**config.mk**
```make
export PLATFORM = sky130hd
export DESIGN_NAME = atx_async_tx
export DESIGN_NICKNAME = d
export VERILOG_FILES = /design/src/inc/atx_pkg.sv /design/src/hw/atx_async_tx.sv
export SDC_FILE = /design/constraint.sdc
export NUM_CORES = 1
export LEC_CHECK = 0
export ABC_AREA = 0
export CORE_AREA = 5 5 97 99
export DETAILED_ROUTE_END_ITERATION = 6
export DIE_AREA = 0 0 102 104
export DONT_BUFFER_PORTS = 1
export GPL_ROUTABILITY_DRIVEN = 0
export PLACE_DENSITY_LB_ADDON = 0.05
export SLEW_MARGIN = 25
export SYNTH_ARGS = -nofsm -noshare
export SYNTH_HDL_FRONTEND = slang
export SYNTH_SLANG_ARGS = --single-unit
```
**constraint.sdc**
```tcl
create_clock -name sys_clk -period 5.4 [get_ports sys_clk]
set_clock_uncertainty 0.2 [all_clocks]
set_input_delay 0.54 -clock sys_clk [delete_from_list [all_inputs] [get_ports sys_clk]]
set_output_delay 0.54 -clock sys_clk [all_outputs]
set_load 0.005 [all_outputs]
```
**src/inc/atx_pkg.sv**
```systemverilog
// What the document requires
// frames are NRZ: one start bit, eight or nine data bits, one stop bit
// data bits leave the line least significant bit first
// a dedicated 8-bit baud generator runs from the system clock
// generator output is x16 bit rate with high speed set, x64 when clear
// transmit and receive share one format and one baud setting
// no parity hardware; software may carry parity in the ninth bit
// all asynchronous activity halts while the device sleeps
// asynchronous mode is selected by a clear sync select, control bit 4
// shifter reloads only after the stop bit, then at once if buffer holds data
// buffer-to-shifter move takes one cycle and sets the flag, flag bit 4
// flag is set regardless of enable; only a buffer write clears it
// interrupt request is the flag gated by enable register bit 4
// read-only shifter empty status at control bit 1, no interrupt
// the shift register is not reachable by software
// setting transmitter enable sets the buffer empty flag
// output starts once buffer holds data and a shift clock occurred
// loading the buffer before enabling also starts correctly
// a write with empty shifter passes straight into the shifter
// clearing transmitter enable aborts the frame and floats the pin
// software writes nine-bit select and ninth bit before the data byte
// software configures baud, port, options, enable, ninth bit, then data
// bit rate is clock over 64(divisor+1) low speed, 16(divisor+1) high
// writing the divisor clears the baud timer
// port enable hands the pins to the port; clearing disables it
// idle line rests high; start bit low, stop bit high
package atx_pkg;
  // register offsets
  localparam logic [7:0] ATX_OFS_FLAG = 8'h0C;
  localparam logic [7:0] ATX_OFS_PORT = 8'h18;
  localparam logic [7:0] ATX_OFS_BUF = 8'h19;
  localparam logic [7:0] ATX_OFS_IEN = 8'h8C;
  localparam logic [7:0] ATX_OFS_CTRL = 8'h98;
  localparam logic [7:0] ATX_OFS_DIV = 8'h99;
  // field positions
  localparam int ATX_B_CSRC = 7;
  localparam int ATX_B_NINE = 6;
  localparam int ATX_B_TXON = 5;
  localparam int ATX_B_SYNC = 4;
  localparam int ATX_B_HS = 2;
  localparam int ATX_B_SHEMPTY = 1;
  localparam int ATX_B_NINTH = 0;
  localparam int ATX_B_PORTON = 7;
  localparam int ATX_B_FLAG = 4;
  localparam int ATX_B_IEN = 4;
  // reset values
  localparam logic [7:0] ATX_RST_CTRL = 8'h02;
  localparam logic [7:0] ATX_RST_DIV = 8'h00;
  localparam logic [7:0] ATX_RST_BUF = 8'h00;
  // oversampling terminal counts
  localparam logic [5:0] ATX_OVS_HI = 6'h0F;
  localparam logic [5:0] ATX_OVS_LO = 6'h3F;
  // last data bit index for 8 and 9 bit frames
  localparam logic [3:0] ATX_LAST8 = 4'h7;
  localparam logic [3:0] ATX_LAST9 = 4'h8;
  // transmitter states
  typedef enum logic [2:0] {
    S_IDLE,
    S_READY,
    S_START,
    S_DATA,
    S_STOP
  } atx_state_t;
endpackage

```
**src/hw/atx_async_tx.sv**
```systemverilog
// Chosen here: the address map and the strobed register port.
`timescale 1ns/100ps
module atx_async_tx (
  input wire logic sys_clk,
  input wire logic resetn,
  input wire logic [7:0] regAddr,
  input wire logic [7:0] regWrData,
  input wire logic regWr,
  input wire logic regRd,
  input wire logic sleepReq,
  output logic [7:0] regRdData,
  output logic txOut,
  output logic txOe,
  output logic txIrqReq
);

  // software-visible state
  logic clkSrc_reg;
  logic nineSel_reg;
  logic transmitter_enable_reg;
  logic syncSel_reg;
  logic hsSel_reg;
  logic ninthBit_reg;
  logic portEn_reg;
  logic irqEn_reg;
  logic [7:0] divisor_reg;
  logic [7:0] bufData_reg;
  logic bufFull_reg;
  logic flag_reg;
  // baud generator
  logic [7:0] baudCnt_reg;
  logic [5:0] subCnt_reg;
  // transmit shifter, hidden from software
  atx_pkg::atx_state_t state_reg;
  atx_pkg::atx_state_t state_next;
  logic [8:0] shift_reg;
  logic [3:0] bitCnt_reg;
  logic frameNine_reg;
  // registered outputs
  logic txOut_reg;
  logic txOe_reg;
  logic irq_reg;
  logic [7:0] rdData_reg;

  // address decode
  wire wrCtrl = regWr && (regAddr == atx_pkg::ATX_OFS_CTRL);
  wire wrPort = regWr && (regAddr == atx_pkg::ATX_OFS_PORT);
  wire wrBuf = regWr && (regAddr == atx_pkg::ATX_OFS_BUF);
  wire wrIen = regWr && (regAddr == atx_pkg::ATX_OFS_IEN);
  wire wrDiv = regWr && (regAddr == atx_pkg::ATX_OFS_DIV);

  // mode and enable terms
  wire asyncMode = portEn_reg && !syncSel_reg;
  wire txActive = asyncMode && transmitter_enable_reg;
  wire runBaud = asyncMode && !sleepReq;
  wire txEnRise = wrCtrl && regWrData[atx_pkg::ATX_B_TXON] && !transmitter_enable_reg;

  // baud timer terms
  wire baudTick = runBaud && (baudCnt_reg == divisor_reg);
  wire [5:0] subMax = hsSel_reg ? atx_pkg::ATX_OVS_HI : atx_pkg::ATX_OVS_LO;
  wire bitTick = baudTick && (subCnt_reg == subMax);

  // transmitter terms
  wire shEmpty = (state_reg == atx_pkg::S_IDLE);
  wire loadNow = txActive && !sleepReq && shEmpty && bufFull_reg;
  wire [3:0] lastBit = frameNine_reg ? atx_pkg::ATX_LAST9 : atx_pkg::ATX_LAST8;
  wire lastData = (bitCnt_reg == lastBit);

  // control register bits
  always_ff @(posedge sys_clk or negedge resetn) begin
    if (!resetn) begin
      clkSrc_reg <= atx_pkg::ATX_RST_CTRL[atx_pkg::ATX_B_CSRC];
      nineSel_reg <= atx_pkg::ATX_RST_CTRL[atx_pkg::ATX_B_NINE];
      transmitter_enable_reg <= atx_pkg::ATX_RST_CTRL[atx_pkg::ATX_B_TXON];
      syncSel_reg <= atx_pkg::ATX_RST_CTRL[atx_pkg::ATX_B_SYNC];
      hsSel_reg <= atx_pkg::ATX_RST_CTRL[atx_pkg::ATX_B_HS];
      ninthBit_reg <= atx_pkg::ATX_RST_CTRL[atx_pkg::ATX_B_NINTH];
    end else if (wrCtrl) begin
      clkSrc_reg <= regWrData[atx_pkg::ATX_B_CSRC];
      nineSel_reg <= regWrData[atx_pkg::ATX_B_NINE];
      transmitter_enable_reg <= regWrData[atx_pkg::ATX_B_TXON];
      syncSel_reg <= regWrData[atx_pkg::ATX_B_SYNC];
      hsSel_reg <= regWrData[atx_pkg::ATX_B_HS];
      ninthBit_reg <= regWrData[atx_pkg::ATX_B_NINTH];
    end
  end

  // port enable and interrupt enable
  always_ff @(posedge sys_clk or negedge resetn) begin
    if (!resetn) begin
      portEn_reg <= 1'b0;
      irqEn_reg <= 1'b0;
    end else begin
      if (wrPort) begin
        portEn_reg <= regWrData[atx_pkg::ATX_B_PORTON];
      end
      if (wrIen) begin
        irqEn_reg <= regWrData[atx_pkg::ATX_B_IEN];
      end
    end
  end

  // divisor register
  always_ff @(posedge sys_clk or negedge resetn) begin
    if (!resetn) begin
      divisor_reg <= atx_pkg::ATX_RST_DIV;
    end else if (wrDiv) begin
      divisor_reg <= regWrData;
    end
  end

  // baud timer and oversampling divider, cleared by a divisor write
  always_ff @(posedge sys_clk or negedge resetn) begin
    if (!resetn) begin
      baudCnt_reg <= 8'h00;
      subCnt_reg <= 6'h00;
    end else if (wrDiv) begin
      baudCnt_reg <= 8'h00;
      subCnt_reg <= 6'h00;
    end else if (baudTick) begin
      baudCnt_reg <= 8'h00;
      subCnt_reg <= bitTick ? 6'h00 : subCnt_reg + 6'h01;
    end else if (runBaud) begin
      baudCnt_reg <= baudCnt_reg + 8'h01;
    end
  end

  // transmit buffer; it survives a disable so a preloaded byte still goes
  always_ff @(posedge sys_clk or negedge resetn) begin
    if (!resetn) begin
      bufData_reg <= atx_pkg::ATX_RST_BUF;
      bufFull_reg <= 1'b0;
    end else if (wrBuf) begin
      bufData_reg <= regWrData;
      bufFull_reg <= 1'b1;
    end else if (loadNow) begin
      bufFull_reg <= 1'b0;
    end
  end

  // buffer empty flag: only a buffer write clears it
  always_ff @(posedge sys_clk or negedge resetn) begin
    if (!resetn) begin
      flag_reg <= 1'b0;
    end else if (wrBuf) begin
      flag_reg <= 1'b0;
    end else if (loadNow || txEnRise) begin
      flag_reg <= 1'b1;
    end
  end

  // next state of the shifter sequence
  always_comb begin
    state_next = state_reg;
    case (state_reg)
      atx_pkg::S_IDLE: begin
        if (loadNow) begin
          state_next = atx_pkg::S_READY;
        end
      end
      atx_pkg::S_READY: begin
        if (bitTick) begin
          state_next = atx_pkg::S_START;
        end
      end
      atx_pkg::S_START: begin
        if (bitTick) begin
          state_next = atx_pkg::S_DATA;
        end
      end
      atx_pkg::S_DATA: begin
        if (bitTick && lastData) begin
          state_next = atx_pkg::S_STOP;
        end
      end
      atx_pkg::S_STOP: begin
        if (bitTick) begin
          state_next = atx_pkg::S_IDLE;
        end
      end
      default: begin
        state_next = atx_pkg::S_IDLE;
      end
    endcase
    if (!txActive) begin
      state_next = atx_pkg::S_IDLE;
    end
  end

  // state register
  always_ff @(posedge sys_clk or negedge resetn) begin
    if (!resetn) begin
      state_reg <= atx_pkg::S_IDLE;
    end else begin
      state_reg <= state_next;
    end
  end

  // shifter load and shift; ninth bit is taken as software left it
  always_ff @(posedge sys_clk or negedge resetn) begin
    if (!resetn) begin
      shift_reg <= 9'h000;
      bitCnt_reg <= 4'h0;
      frameNine_reg <= 1'b0;
    end else if (loadNow) begin
      shift_reg <= {ninthBit_reg, bufData_reg};
      frameNine_reg <= nineSel_reg;
      bitCnt_reg <= 4'h0;
    end else if (state_reg == atx_pkg::S_DATA && bitTick) begin
      shift_reg <= {1'b0, shift_reg[8:1]};
      bitCnt_reg <= bitCnt_reg + 4'h1;
    end
  end

  // line level for the current state
  logic lineLvl;
  always_comb begin
    case (state_reg)
      atx_pkg::S_START: lineLvl = 1'b0;
      atx_pkg::S_DATA: lineLvl = shift_reg[0];
      default: lineLvl = 1'b1;
    endcase
  end

  // pin drive, floats whenever the transmitter is not active
  always_ff @(posedge sys_clk or negedge resetn) begin
    if (!resetn) begin
      txOut_reg <= 1'b1;
      txOe_reg <= 1'b0;
    end else begin
      txOut_reg <= lineLvl;
      txOe_reg <= txActive;
    end
  end

  // interrupt request, gated by its enable
  always_ff @(posedge sys_clk or negedge resetn) begin
    if (!resetn) begin
      irq_reg <= 1'b0;
    end else begin
      irq_reg <= flag_reg && irqEn_reg;
    end
  end

  // read multiplexer; the shifter itself has no address
  wire [7:0] ctrlRd = {clkSrc_reg, nineSel_reg, transmitter_enable_reg, syncSel_reg,
                       1'b0, hsSel_reg, shEmpty, ninthBit_reg};
  wire [7:0] portRd = {portEn_reg, 7'h00};
  wire [7:0] flagRd = {3'h0, flag_reg, 4'h0};
  wire [7:0] ienRd = {3'h0, irqEn_reg, 4'h0};
  wire [7:0] rdMux =
    (regAddr == atx_pkg::ATX_OFS_CTRL) ? ctrlRd :
    (regAddr == atx_pkg::ATX_OFS_PORT) ? portRd :
    (regAddr == atx_pkg::ATX_OFS_FLAG) ? flagRd :
    (regAddr == atx_pkg::ATX_OFS_IEN) ? ienRd :
    (regAddr == atx_pkg::ATX_OFS_BUF) ? bufData_reg :
    (regAddr == atx_pkg::ATX_OFS_DIV) ? divisor_reg :
    8'h00;

  // read data stands only in the cycle after the strobe
  always_ff @(posedge sys_clk or negedge resetn) begin
    if (!resetn) begin
      rdData_reg <= 8'h00;
    end else begin
      rdData_reg <= regRd ? rdMux : 8'h00;
    end
  end

  // outputs
  assign regRdData = rdData_reg;
  assign txOut = txOut_reg;
  assign txOe = txOe_reg;
  assign txIrqReq = irq_reg;

  // check helpers: cycles since the last bit tick and the expected bit period
  logic [14:0] ovsCyc_reg;
  logic ovsValid_reg;
  wire [14:0] ovsRatio = hsSel_reg ? 15'(atx_pkg::ATX_OVS_HI) + 15'h0001 :
                         15'(atx_pkg::ATX_OVS_LO) + 15'h0001;
  wire [14:0] bitPeriod = (15'(divisor_reg) + 15'h0001) * ovsRatio;

  // a control write may leave a partial period, so the next one is not checked
  always_ff @(posedge sys_clk or negedge resetn) begin
    if (!resetn) begin
      ovsCyc_reg <= 15'h0000;
      ovsValid_reg <= 1'b0;
    end else if (wrDiv) begin
      ovsCyc_reg <= 15'h0000;
      ovsValid_reg <= 1'b1;
    end else if (wrCtrl) begin
      ovsCyc_reg <= 15'h0000;
      ovsValid_reg <= 1'b0;
    end else if (bitTick) begin
      ovsCyc_reg <= 15'h0000;
      ovsValid_reg <= 1'b1;
    end else if (runBaud) begin
      ovsCyc_reg <= ovsCyc_reg + 15'h0001;
    end
  end

  // bit ticks seen since the start bit began, for the frame length check
  logic [3:0] frameTicks_reg;
  always_ff @(posedge sys_clk or negedge resetn) begin
    if (!resetn) begin
      frameTicks_reg <= 4'h0;
    end else if (loadNow) begin
      frameTicks_reg <= 4'h0;
    end else if (bitTick && !shEmpty && state_reg != atx_pkg::S_READY) begin
      frameTicks_reg <= frameTicks_reg + 4'h1;
    end
  end
endmodule

```
# Word-level counts from Yosys, hierarchy flattened
# Index checks and enable logic that the tools add are counted.
totals:
  reg_bits: 68
  in_bits: 21
  word_cells: 103
op_classes:
  add_sub_neg: 3
  n_eq_ne: 18
  muxes: 31
  n_reduce_logical: 29
ops:
  columns: ["operator", "n"]
  rows:
  - ["8-bit 2-to-1 mux", 10]
  - ["8-bit equality test, second input constant", 3]
  - ["6-bit 2-to-1 mux", 4]
  - ["1-bit logical AND", 18]
  - ["3-bit 2-to-1 mux", 6]
  - ["9-bit 2-to-1 mux", 2]
  - ["8-bit by 5-bit equality test with 1-bit output, second input constant", 2]
  - ["3-bit case mux with 5 select lines", 1]
  - ["4-bit 2-to-1 mux", 3]
  - ["3-bit != test, second input constant", 4]
  - ["8-bit by 1-bit adder with 8-bit output, second input constant", 1]
  - ["8-bit by 4-bit equality test with 1-bit output, second input constant", 1]
  - ["8-bit equality test", 1]
  - ["2-bit nonzero test", 4]
  - ["6-bit by 1-bit adder with 6-bit output, second input constant", 1]
  - ["3-bit by 2-bit equality test with 1-bit output, second input constant", 2]
  - ["6-bit equality test", 1]
  - ["5-bit AND reduction", 1]
  - ["4-bit by 1-bit adder with 4-bit output, second input constant", 1]
  - ["4-bit equality test", 1]
  - ["1-bit 2-to-1 mux", 4]
  - ["3-bit by 1-bit equality test with 1-bit output, second input constant", 1]
  - ["3-bit equality test, second input constant", 1]
  - ["1-bit zero test", 3]
  - ["5 further kinds", 5]

# Depth between registers and ports, before layout
# Gate-level depths: netlist (run 1).
depth:
  word_depth: 9
  mapped_depth: 7
  depth_no_buf: 6

# Worst setup path before layout (run 1)
# OpenSTA, ideal clock, no wires.
synth_timing:
  path_type: "in2reg"
  from: "input port sleepReq"
  to: "register bitCnt_reg[3]"
  setup_ps: 78
  arrival_time_ps: 2086
  required_time_ps: 5122
  setup_slack_ps: 3036
  stages: 6
  path_buffers: 1
  cell_sequence: "or3b_1 > buf_6 > nor4_4 > nand4_1 > or3_1 > a21oi_1"
synth_via:
  elab_chain_cells: 6
  word_cells_on_any_way: 10
  cone_classes: "1 x mux; 9 x reduce/logical"
synth_rtl:
  columns: ["item", "line_no", "text"]
  rows:
  - ["start, declared", "atx_async_tx.sv:10", "input wire logic sleepReq,"]
  - ["1-bit zero test *", "atx_async_tx.sv:55, atx_async_tx.sv:65", null]
  - ["1-bit logical AND", "atx_async_tx.sv:55", "wire runBaud = asyncMode && !sleepReq;"]
  - ["1-bit logical AND", "atx_async_tx.sv:59", "wire baudTick = runBaud && (baudCnt_reg == divisor_reg);"]
  - ["1-bit logical AND", "atx_async_tx.sv:61", "wire bitTick = baudTick && (subCnt_reg == subMax);"]
  - ["1-bit logical AND", "atx_async_tx.sv:209", "end else if (state_reg == atx_pkg::S_DATA && bitTick) begin"]
  - ["2-bit nonzero test (no source line)", null, null]
  - ["end signal, assigned", "atx_async_tx.sv:211", "bitCnt_reg <= bitCnt_reg + 4'h1;"]
  - ["end, declared", "atx_async_tx.sv:37", "logic [3:0] bitCnt_reg;"]
# Mark *: on every way between the ends. The rest lies on a longest branch, timed or not.
# A chain may end at the register's enable or synchronous reset.

# Worst setup path after layout (run 1)
layout_timing:
  from: "register syncSel_reg"
  to: "register subCnt_reg[5]"
layout_via:
  elab_chain_cells: 8
  word_cells_on_any_way: 9
  cone_classes: "3 x mux; 6 x reduce/logical"
layout_rtl:
  columns: ["item", "line_no", "text"]
  rows:
  - ["start, declared", "atx_async_tx.sv:21", "logic syncSel_reg;"]
  - ["start signal, assigned", "atx_async_tx.sv:75", "syncSel_reg <= atx_pkg::ATX_RST_CTRL[atx_pkg::ATX_B_SYNC];"]
  - ["start signal, assigned", "atx_async_tx.sv:82", "syncSel_reg <= regWrData[atx_pkg::ATX_B_SYNC];"]
  - ["1-bit zero test *", "atx_async_tx.sv:53", "wire asyncMode = portEn_reg && !syncSel_reg;"]
  - ["1-bit logical AND *", "atx_async_tx.sv:53", null]
  - ["1-bit logical AND *", "atx_async_tx.sv:55", null]
  - ["1-bit logical AND *", "atx_async_tx.sv:59", null]
  - ["1-bit logical AND", "atx_async_tx.sv:61", null]
  - ["6-bit 2-to-1 mux", "atx_async_tx.sv:122", "subCnt_reg <= bitTick ? 6'h00 : subCnt_reg + 6'h01;"]
  - ["6-bit 2-to-1 mux", "atx_async_tx.sv:120", "end else if (baudTick) begin"]
  - ["6-bit 2-to-1 mux", "atx_async_tx.sv:117", "end else if (wrDiv) begin"]
  - ["end signal, assigned", "atx_async_tx.sv:122", null]
  - ["end, declared", "atx_async_tx.sv:32", "logic [5:0] subCnt_reg;"]
# Mark *: on every way between the ends. The rest lies on a longest branch, timed or not. The select of a mux whose other input is x is not followed.

==> summary.txt, run 1 <==
Clocking
  – Post-CTS Setup Inserts: 0
  – CTS buffer count: 9
  – H-tree levels: 3
  – CTS tree: built
  – Max Buffers Root-to-Sink: 2
  – Hold-fix buffers, CTS: 2
  – Post-CTS sizing: 0
  – Clk_lat worst skew: 0.34 ns
  – CTS Sinks: 68
  – Root Driver: clkbuf_8
  – Clock slew at reported path FFs: 0.07 ns

Finish
  – Final instance area: 3630 µm²
  – Max FFs per register: 9
  – Fillers: 815
  – P&R area growth vs syn: 10.3%
  – Fin nets: 328
  – Commonest non-fill, non-tap cells in the layout: dfrtp_1, nand2_1, mux2_2
  – Most common cell after layout, fill and taps aside: dfrtp_1
  – N_diodes: 0
  – Share of cells above drive strength 1: 14.2%

Global routing
  – First-pass GRT wire length: 13000 µm
  – Initial antenna violation count: 0
  – Grt total ovfl: 0
  – Vias in the first global route: 2307
  – All-Layer GR Usage: 16.3%
  – Largest net degree at the start of global routing: 69

Critical path
  – R2R Path Start: syncSel_reg
  – Reg2Reg Depth: 5
  – Slowest Stage Delay on Critical Path: 0.57 ns
  – CP startpoint kind: register
  – CP max FO: 12
  – Worst Setup SP: syncSel_reg
  – WP data required: 5.46 ns
  – Crit. End Element: register
  – Critical path arrival: 2.79 ns
  – Setup Crit Path Kind: register to register
  – Worst-path cell chain: or3b_1, nor4_4, nand3_1, or4_1, a21oi_1
  – Slowest-stage cell, CP: or4_1

Logic synthesis
  – Yosys warning count: 0
  – Cell Area, Synth: 3290 µm²
  – Main synth FF type: dfrtp_1
  – Synthesized netlist cell count: 302
  – Number of enable flip-flop cells after synthesis: 0
  – Synthesis-stage register bit count: 68
  – Post-synthesis sequential area ratio: 51.7%
  – Post-Syn Nets: 326
  – Post-synthesis area per instance: 10.9 µm²
  – Netlist cell types: 54
  – Post-synthesis async set-or-reset flop share: 100%

STA
  – Final max-slew violation count: 0
  – Hold Fails Final Rpt: 0
  – Fin crit share: 50.6%
  – Slew @ Worst Pin: 0.948 ns
  – F_max: 0.366 GHz
  – # setup viols final: 0
  – RSZ-0062 raised after global routing: false
  – Setup TNS: 0 ns
  – Final min period: 2.73 ns
  – Max transition margin: 36.8%

Placement
  – DP Area: 3380 µm²
  – Port bufs: 0
  – Detailed placement HPWL: 5560 µm

Die
  – Die X: 102 µm
  – Die area: 10600 µm²
  – Starting Density: 38.9%
  – Core Box Area: 8470 µm²
  – Chip Height: 104 µm
  – Site row count: 34
  – I/O pins: 32

Power
  – Flop pwr share: 51.6%
  – Sw power: 0.249 mW
  – Pwr Total: 1.07 mW
  – Pleak: 1.70 nW
  – PwrDens: 295 nW/µm²
  – Internal: 0.824 mW
  – Gate power share: 6.2%
  – Peak supply drop: 0.138 mV
  – Switching share of total power: 23.2%
  – Clock power share: 42.2%

Drt
  – Vias: 2324
  – DRC violations left: 0
  – WL final: 7960 µm
  – Routed Antenna Nets: 0
  – DRT iter0 DRCs: 83
  – Vias/cell: 5.57
  – DR WL/cell: 19.1 µm
  – Pre-antenna DRT Iters: 4

Hold path
  – Hold_sp: regWrData[5]
  – Hold crit path type: primary input to register
  – Hold-critical path depth: 2

Outcome
  – Outcome: completed

Flow run
  – Max cap viols: 0
## worst max-delay path: cells and delay by family (launching register included)
family | cells | cell delay (ns)
compound gates | 1 | 0.14
flops | 1 | 0.45
simple gates | 4 | 1.85
## cells by family after synthesis
family          share of synthesized area, %
fa+ha+maj                               1.14
compound gates                          12.1
buf+inv                                 1.98
flops                                   51.7
mux                                     9.39
simple gates                            19.7
xor+xnor                                3.99
## power by group through the flow
stage / registers, mW / logic, mW / clock network (mW)
floorplan: 0.555 / 0.0487 / 0
global placement: 0.563 / 0.0543 / 0
detailed placement: 0.563 / 0.0540 / 0
CTS: 0.553 / 0.0682 / 0.467
global route: 0.557 / 0.0776 / 0.490
finish: 0.553 / 0.0663 / 0.453
## per-stage QoR
stage	std cells	setup WS, ns	hold slack, ns	util [%]
finish	417	2.67	0.104	42.9
CTS	417	2.66	0.0873	42.9
global route	417	2.50	0.0884	42.9
global placement	399	2.64	0.0461	39.9
floorplan	302	3.04	0.0444	-
detailed placement	399	2.58	0.0461	39.9
## synthesized netlist by cell type (6+ instances only)
library cell  number  area, µm²
dfrtp_1           67       1680
nand2_1           37        139
mux2_2            18        203
o21ai_0           16       80.1
a21oi_1           13       65.1
nand3_1           12       60.1
xor2_1            12        105
nor2_1            11       41.3
a21o_1             8       60.1
mux2i_1            8       80.1
nor3_1             8       40.0
a22o_1             7       61.3
clkbuf_1           7       26.3
nand3b_1           7       52.6
and2_1             6       37.5
## area by class of cell
type	count	area (µm²)	area share, %
well taps	108	135	3.72
inverters	2	7.51	0.207
clock inverters	1	30.0	0.827
repair buffers	3	45.0	1.24
flip-flops and latches	68	1700	46.9
multi-input cells	220	1520	42.0
clock buffers	15	186	5.13
## path summary, 6_finish.rpt
path / endpoint / slack (ns)
max: subCnt_reg[5] / 2.67
min: divisor_reg[5] / 0.10
max reg2reg: subCnt_reg[5] / 2.67
min reg2reg: shift_reg[4] / 0.28
max in group asynchronous: txOut / 4.13
min in group asynchronous: baudCnt_reg[2] / 0.54
## metal layers
metal,vias up,track usage (%),routed length [µm]
met5,-,0,0
met4,0,6.19,101
met3,9,4.23,326
met2,36,24.0,3790
met1,1174,22.8,3750
li1,1105,-,-
Note: power is estimated with default switching activity, not from simulation.
==> run 2, diff against run 1 <==
Clock period 5.4 ns to 2.76 ns, I/O delays scaled along.
==> summary.txt, run 2 (same netlist as run 1, synthesis figures left out) <==
Global routing
  – Largest net degree at the start of global routing: 69
  – Vias in the first global route: 2523
  – Initial antenna violation count: 0
  – First-pass GRT wire length: 13900 µm
  – Grt total ovfl: 0
  – All-Layer GR Usage: 17.0%

Critical path
  – R2R Path End: bitCnt_reg[3]
  – Worst Setup SP: syncSel_reg
  – Family with the most delay on the worst path: simple AND/OR/NAND/NOR gates
  – R2R Path Start: syncSel_reg
  – WP data required: 2.83 ns
  – Setup Crit Path Kind: register to register
  – CP Capture Point: bitCnt_reg[3]
  – CP Buf/Inv Count: 0
  – CP max FO: 7
  – Slowest-stage cell, CP: or3b_1
  – Slowest Stage Delay on Critical Path: 0.51 ns
  – CP startpoint kind: register
  – Worst-path cell chain: or3b_1, nor4_4, nand4_1, or3_1, a21oi_1
  – Crit. End Element: register
  – Critical path arrival: 2.58 ns
  – Worst path depth: 5
  – FF-to-FF setup slack: 0.25 ns
  – Reg2Reg Depth: 5

STA
  – Slew @ Worst Pin: 0.658 ns
  – Max transition margin: 56.0%
  – F_max: 0.398 GHz
  – Min Hold Slack: 0.0127 ns
  – # setup viols final: 0
  – RSZ-0062 raised after global routing: false
  – Final max-slew violation count: 0
  – Fin crit share: 91.0%
  – Hold Fails Final Rpt: 0
  – Setup TNS: 0 ns
  – Final min period: 2.51 ns

Flow run
  – Max cap viols: 0

Clocking
  – Post-CTS Setup Inserts: 0
  – Clk_lat worst skew: 0.34 ns
  – CTS tree: built
  – Max Buffers Root-to-Sink: 2
  – CTS buffer count: 9
  – Root Driver: clkbuf_8
  – H-tree levels: 3
  – Hold-fix buffers, CTS: 16
  – Post-CTS sizing: 0
  – Clock slew at reported path FFs: 0.07 ns
  – CTS Sinks: 68

Finish
  – Layout Cells excl Fill: 437
  – Share of cells above drive strength 1: 15.2%
  – N_diodes: 0
  – Multi-input gate area: 1520 µm²
  – Most common cell after layout, fill and taps aside: dfrtp_1
  – Fillers: 808
  – Commonest non-fill, non-tap cells in the layout: dfrtp_1, nand2_1, mux2_2
  – Register area: 1700 µm²
  – P&R area growth vs syn: 15.7%
  – Max FFs per register: 9
  – Fin nets: 349

Drt
  – DR WL/cell: 18.8 µm
  – Routed Antenna Nets: 0
  – Pre-antenna DRT Iters: 4
  – Wire length on met2: 3900 µm
  – Wire length on met3: 259 µm
  – Metal-1 WL: 3940 µm
  – Vias: 2356
  – DRC violations left: 0
  – Uppermost layer routed: met4
  – Vias/cell: 5.39
  – DRT iter0 DRCs: 96
  – WL final: 8220 µm

Power
  – Gate power share: 7.6%
  – Internal: 1.60 mW
  – Pleak: 1.79 nW
  – PwrDens: 549 nW/µm²
  – Peak supply drop: 0.234 mV
  – Flop pwr share: 51.8%
  – Sw power: 0.494 mW
  – Clock power share: 40.6%
  – Switching share of total power: 23.6%

Placement
  – Placed Cells incl. Taps: 406
  – Detailed placement HPWL: 5820 µm
  – Port bufs: 0

Hold path
  – Hold crit path type: primary input to register

Die
  – Core Box Area: 8470 µm²
  – I/O pins: 32
  – Die area: 10600 µm²
  – Site row count: 34
  – Die X: 102 µm
  – Chip Height: 104 µm
  – Starting Density: 38.9%

Outcome
  – Outcome: completed
run 2: changes by cell type in the layout (fill, tap and decap cells not counted):
cell           delta
buf_4             +7
clkbuf_8          -1
dlygate4sd3_1    +14
run 2: power groups by stage:
stage	Sequential [mW]	Combinational, mW	Clock (mW)
global placement	1.10	0.111	0
finish	1.08	0.159	0.849
floorplan	1.09	0.0952	0
global route	1.09	0.180	0.916
detailed placement	1.10	0.113	0
CTS	1.08	0.163	0.874
run 2: final cells by class:
type	count	area share [%]
clock inverters	1	0.788
multi-input cells	220	40.0
flip-flops and latches	68	44.7
clock buffers	14	4.53
repair buffers	24	6.24
inverters	2	0.197
well taps	108	3.55
run 2: routing by layer:
metal	up-vias	global-route usage [%]
li1	1145	-
met1	1176	24.5
met2	26	25.5
met3	9	3.29
met4	0	5.62
met5	-	0
run 2: through the flow:
step	cell area, µm²	setup WS (ns)	power, mW	utilization, %
floorplan	3290	0.570	1.18	-
global placement	3430	0.302	1.21	40.5
detailed placement	3430	0.233	1.21	40.5
CTS	3810	0.234	2.12	45.0
global route	3810	0.0813	2.19	45.0
finish	3810	0.250	2.09	45.0
run 2: how the worst min path moves through the flow:
stage,start,endpoint,slack [ns],cells after the start
after floorplan,resetn,baudCnt_reg[0],-0.22,0
after global placement,resetn,baudCnt_reg[4],-0.22,0
after detailed placement,resetn,baudCnt_reg[3],-0.22,0
after CTS,regAddr[7],regRdData[5],0.002,3
after global routing,regAddr[7],regRdData[6],0.01,2
final,regAddr[0],regRdData[3],0.01,2
==> run 3, diff against run 2 <==
Settings changed: CORE_AREA 5 5 97 99 to 5 5 93 104, DIE_AREA 0 0 102 104 to 0 0 98 109.
==> summary.txt, run 3 (same netlist as run 1, synthesis figures left out) <==
STA
  – RSZ-0062 raised after global routing: false
  – F_max: 0.395 GHz
  – Final min period: 2.53 ns
  – Fin crit share: 91.7%
  – Max transition margin: 59.3%
  – Min Hold Slack: 0.0137 ns
  – Slew @ Worst Pin: 0.605 ns
  – # setup viols final: 0
  – Final max-slew violation count: 0
  – Hold Fails Final Rpt: 0
  – Setup ws final: 0.228 ns
  – Setup TNS: 0 ns

Clocking
  – Max Buffers Root-to-Sink: 2
  – H-tree levels: 3
  – Clk_lat worst skew: 0.35 ns
  – Post-CTS Setup Inserts: 0
  – CTS buffer count: 9
  – CTS tree: built
  – Clock slew at reported path FFs: 0.08 ns
  – CTS Sinks: 68
  – Root Driver: clkbuf_8

Critical path
  – Slowest Stage Delay on Critical Path: 0.51 ns
  – CP max FO: 7
  – Setup Crit Path Kind: register to register
  – Family with the most delay on the worst path: simple AND/OR/NAND/NOR gates
  – WP data required: 2.83 ns
  – CP Buf/Inv Count: 0
  – Critical path arrival: 2.61 ns
  – CP startpoint kind: register
  – Slowest-stage cell, CP: or3b_1
  – Crit. End Element: register
  – Worst-path cell chain: or3b_1, nor4_4, nand4_1, or3_1, a21oi_1

Finish
  – Multi-input gate area: 1530 µm²
  – Share of cells above drive strength 1: 16.0%
  – P&R area growth vs syn: 18.6%
  – Most common cell after layout, fill and taps aside: dfrtp_1
  – Register area: 1700 µm²
  – Fillers: 834
  – N_diodes: 0
  – Commonest non-fill, non-tap cells in the layout: dfrtp_1, nand2_1, mux2_2
  – Layout Cells excl Fill: 446
  – Final core occ: 45.4%
  – Final instance area: 3900 µm²
  – Fin nets: 351
  – Max FFs per register: 9

Power
  – Switching share of total power: 22.9%
  – Internal: 1.80 mW
  – Pwr Total: 2.34 mW
  – Flop pwr share: 46.3%
  – PwrDens: 599 nW/µm²
  – Gate power share: 6.9%
  – Clock power share: 46.8%
  – Peak supply drop: 0.243 mV
  – Pleak: 1.83 nW
  – Sw power: 0.534 mW

Die
  – Site row count: 36
  – Chip Height: 109 µm
  – Die X: 98 µm
  – Core Box Area: 8600 µm²
  – Die area: 10700 µm²
  – Starting Density: 38.3%
  – I/O pins: 32

Drt
  – Routed Antenna Nets: 0
  – DR WL/cell: 18.7 µm
  – DRT iter0 DRCs: 77
  – WL final: 8360 µm
  – Pre-antenna DRT Iters: 4
  – Vias: 2436
  – DRC violations left: 0
  – Vias/cell: 5.46

Global routing
  – First-pass GRT wire length: 13600 µm
  – All-Layer GR Usage: 16.8%
  – Vias in the first global route: 2478
  – Initial antenna violation count: 0
  – Grt total ovfl: 0
  – Largest net degree at the start of global routing: 69

Placement
  – Pre-CTS WS: 0.169 ns
  – DP Area: 3440 µm²
  – Port bufs: 0
  – Placed Cells incl. Taps: 412
  – Detailed placement HPWL: 5750 µm

Hold path
  – Hold crit path type: primary input to register

Flow run
  – Max cap viols: 0

Outcome
  – Outcome: completed
==> run 3: power groups by stage <==
stage,Combinational [mW],Clock (mW),Sequential [mW]
after detailed placement,0.112,0,1.10
final,0.161,1.09,1.08
after global placement,0.111,0,1.10
after global routing,0.184,1.17,1.09
after floorplan,0.0952,0,1.09
after CTS,0.164,1.12,1.08
==> run 3: area by class of cell <==
class | instances | share of cell area (%)
clock inverters | 6 | 3.49
flip-flops and latches | 68 | 43.6
repair buffers | 26 | 6.60
clock buffers | 10 | 3.27
multi-input cells | 220 | 39.2
well taps | 114 | 3.65
inverters | 2 | 0.192
==> run 3: what timing repair did <==
action | in CTS | in global routing
endpoints found under the hold margin | 102 | 0
hold buffers | 18 | 0
resized for setup | 0 | 1
setup endpoints to repair | 0 | 1
==> run 3: final timing paths <==
| check | startpoint | endpoint | slack, ns | cells after the start |
|---|---|---|---|---|
| min in group asynchronous | resetn | regRdData[4] | 0.27 | 2 |
| min | regAddr[7] | regRdData[0] | 0.01 | 3 |
| max in group asynchronous | resetn | txOut | 1.76 | 2 |
| max reg2reg | syncSel_reg | bitCnt_reg[3] | 0.23 | 5 |
| min reg2reg | shift_reg[4] | shift_reg[4] | 0.28 | 1 |
| max | syncSel_reg | bitCnt_reg[3] | 0.23 | 5 |
==> run 3: tightest hold or removal path: cells and delay by family <==
family          cells  cell delay, ns
compound gates      1            0.06
simple gates        2            0.18
==> run 3: layer usage <==
layer,vias up,wire length [µm],GRT usage (%)
met5,-,0,0
met4,0,218,7.02
met3,17,319,3.97
met2,44,3780,25.4
met1,1223,4040,23.1
li1,1152,-,-
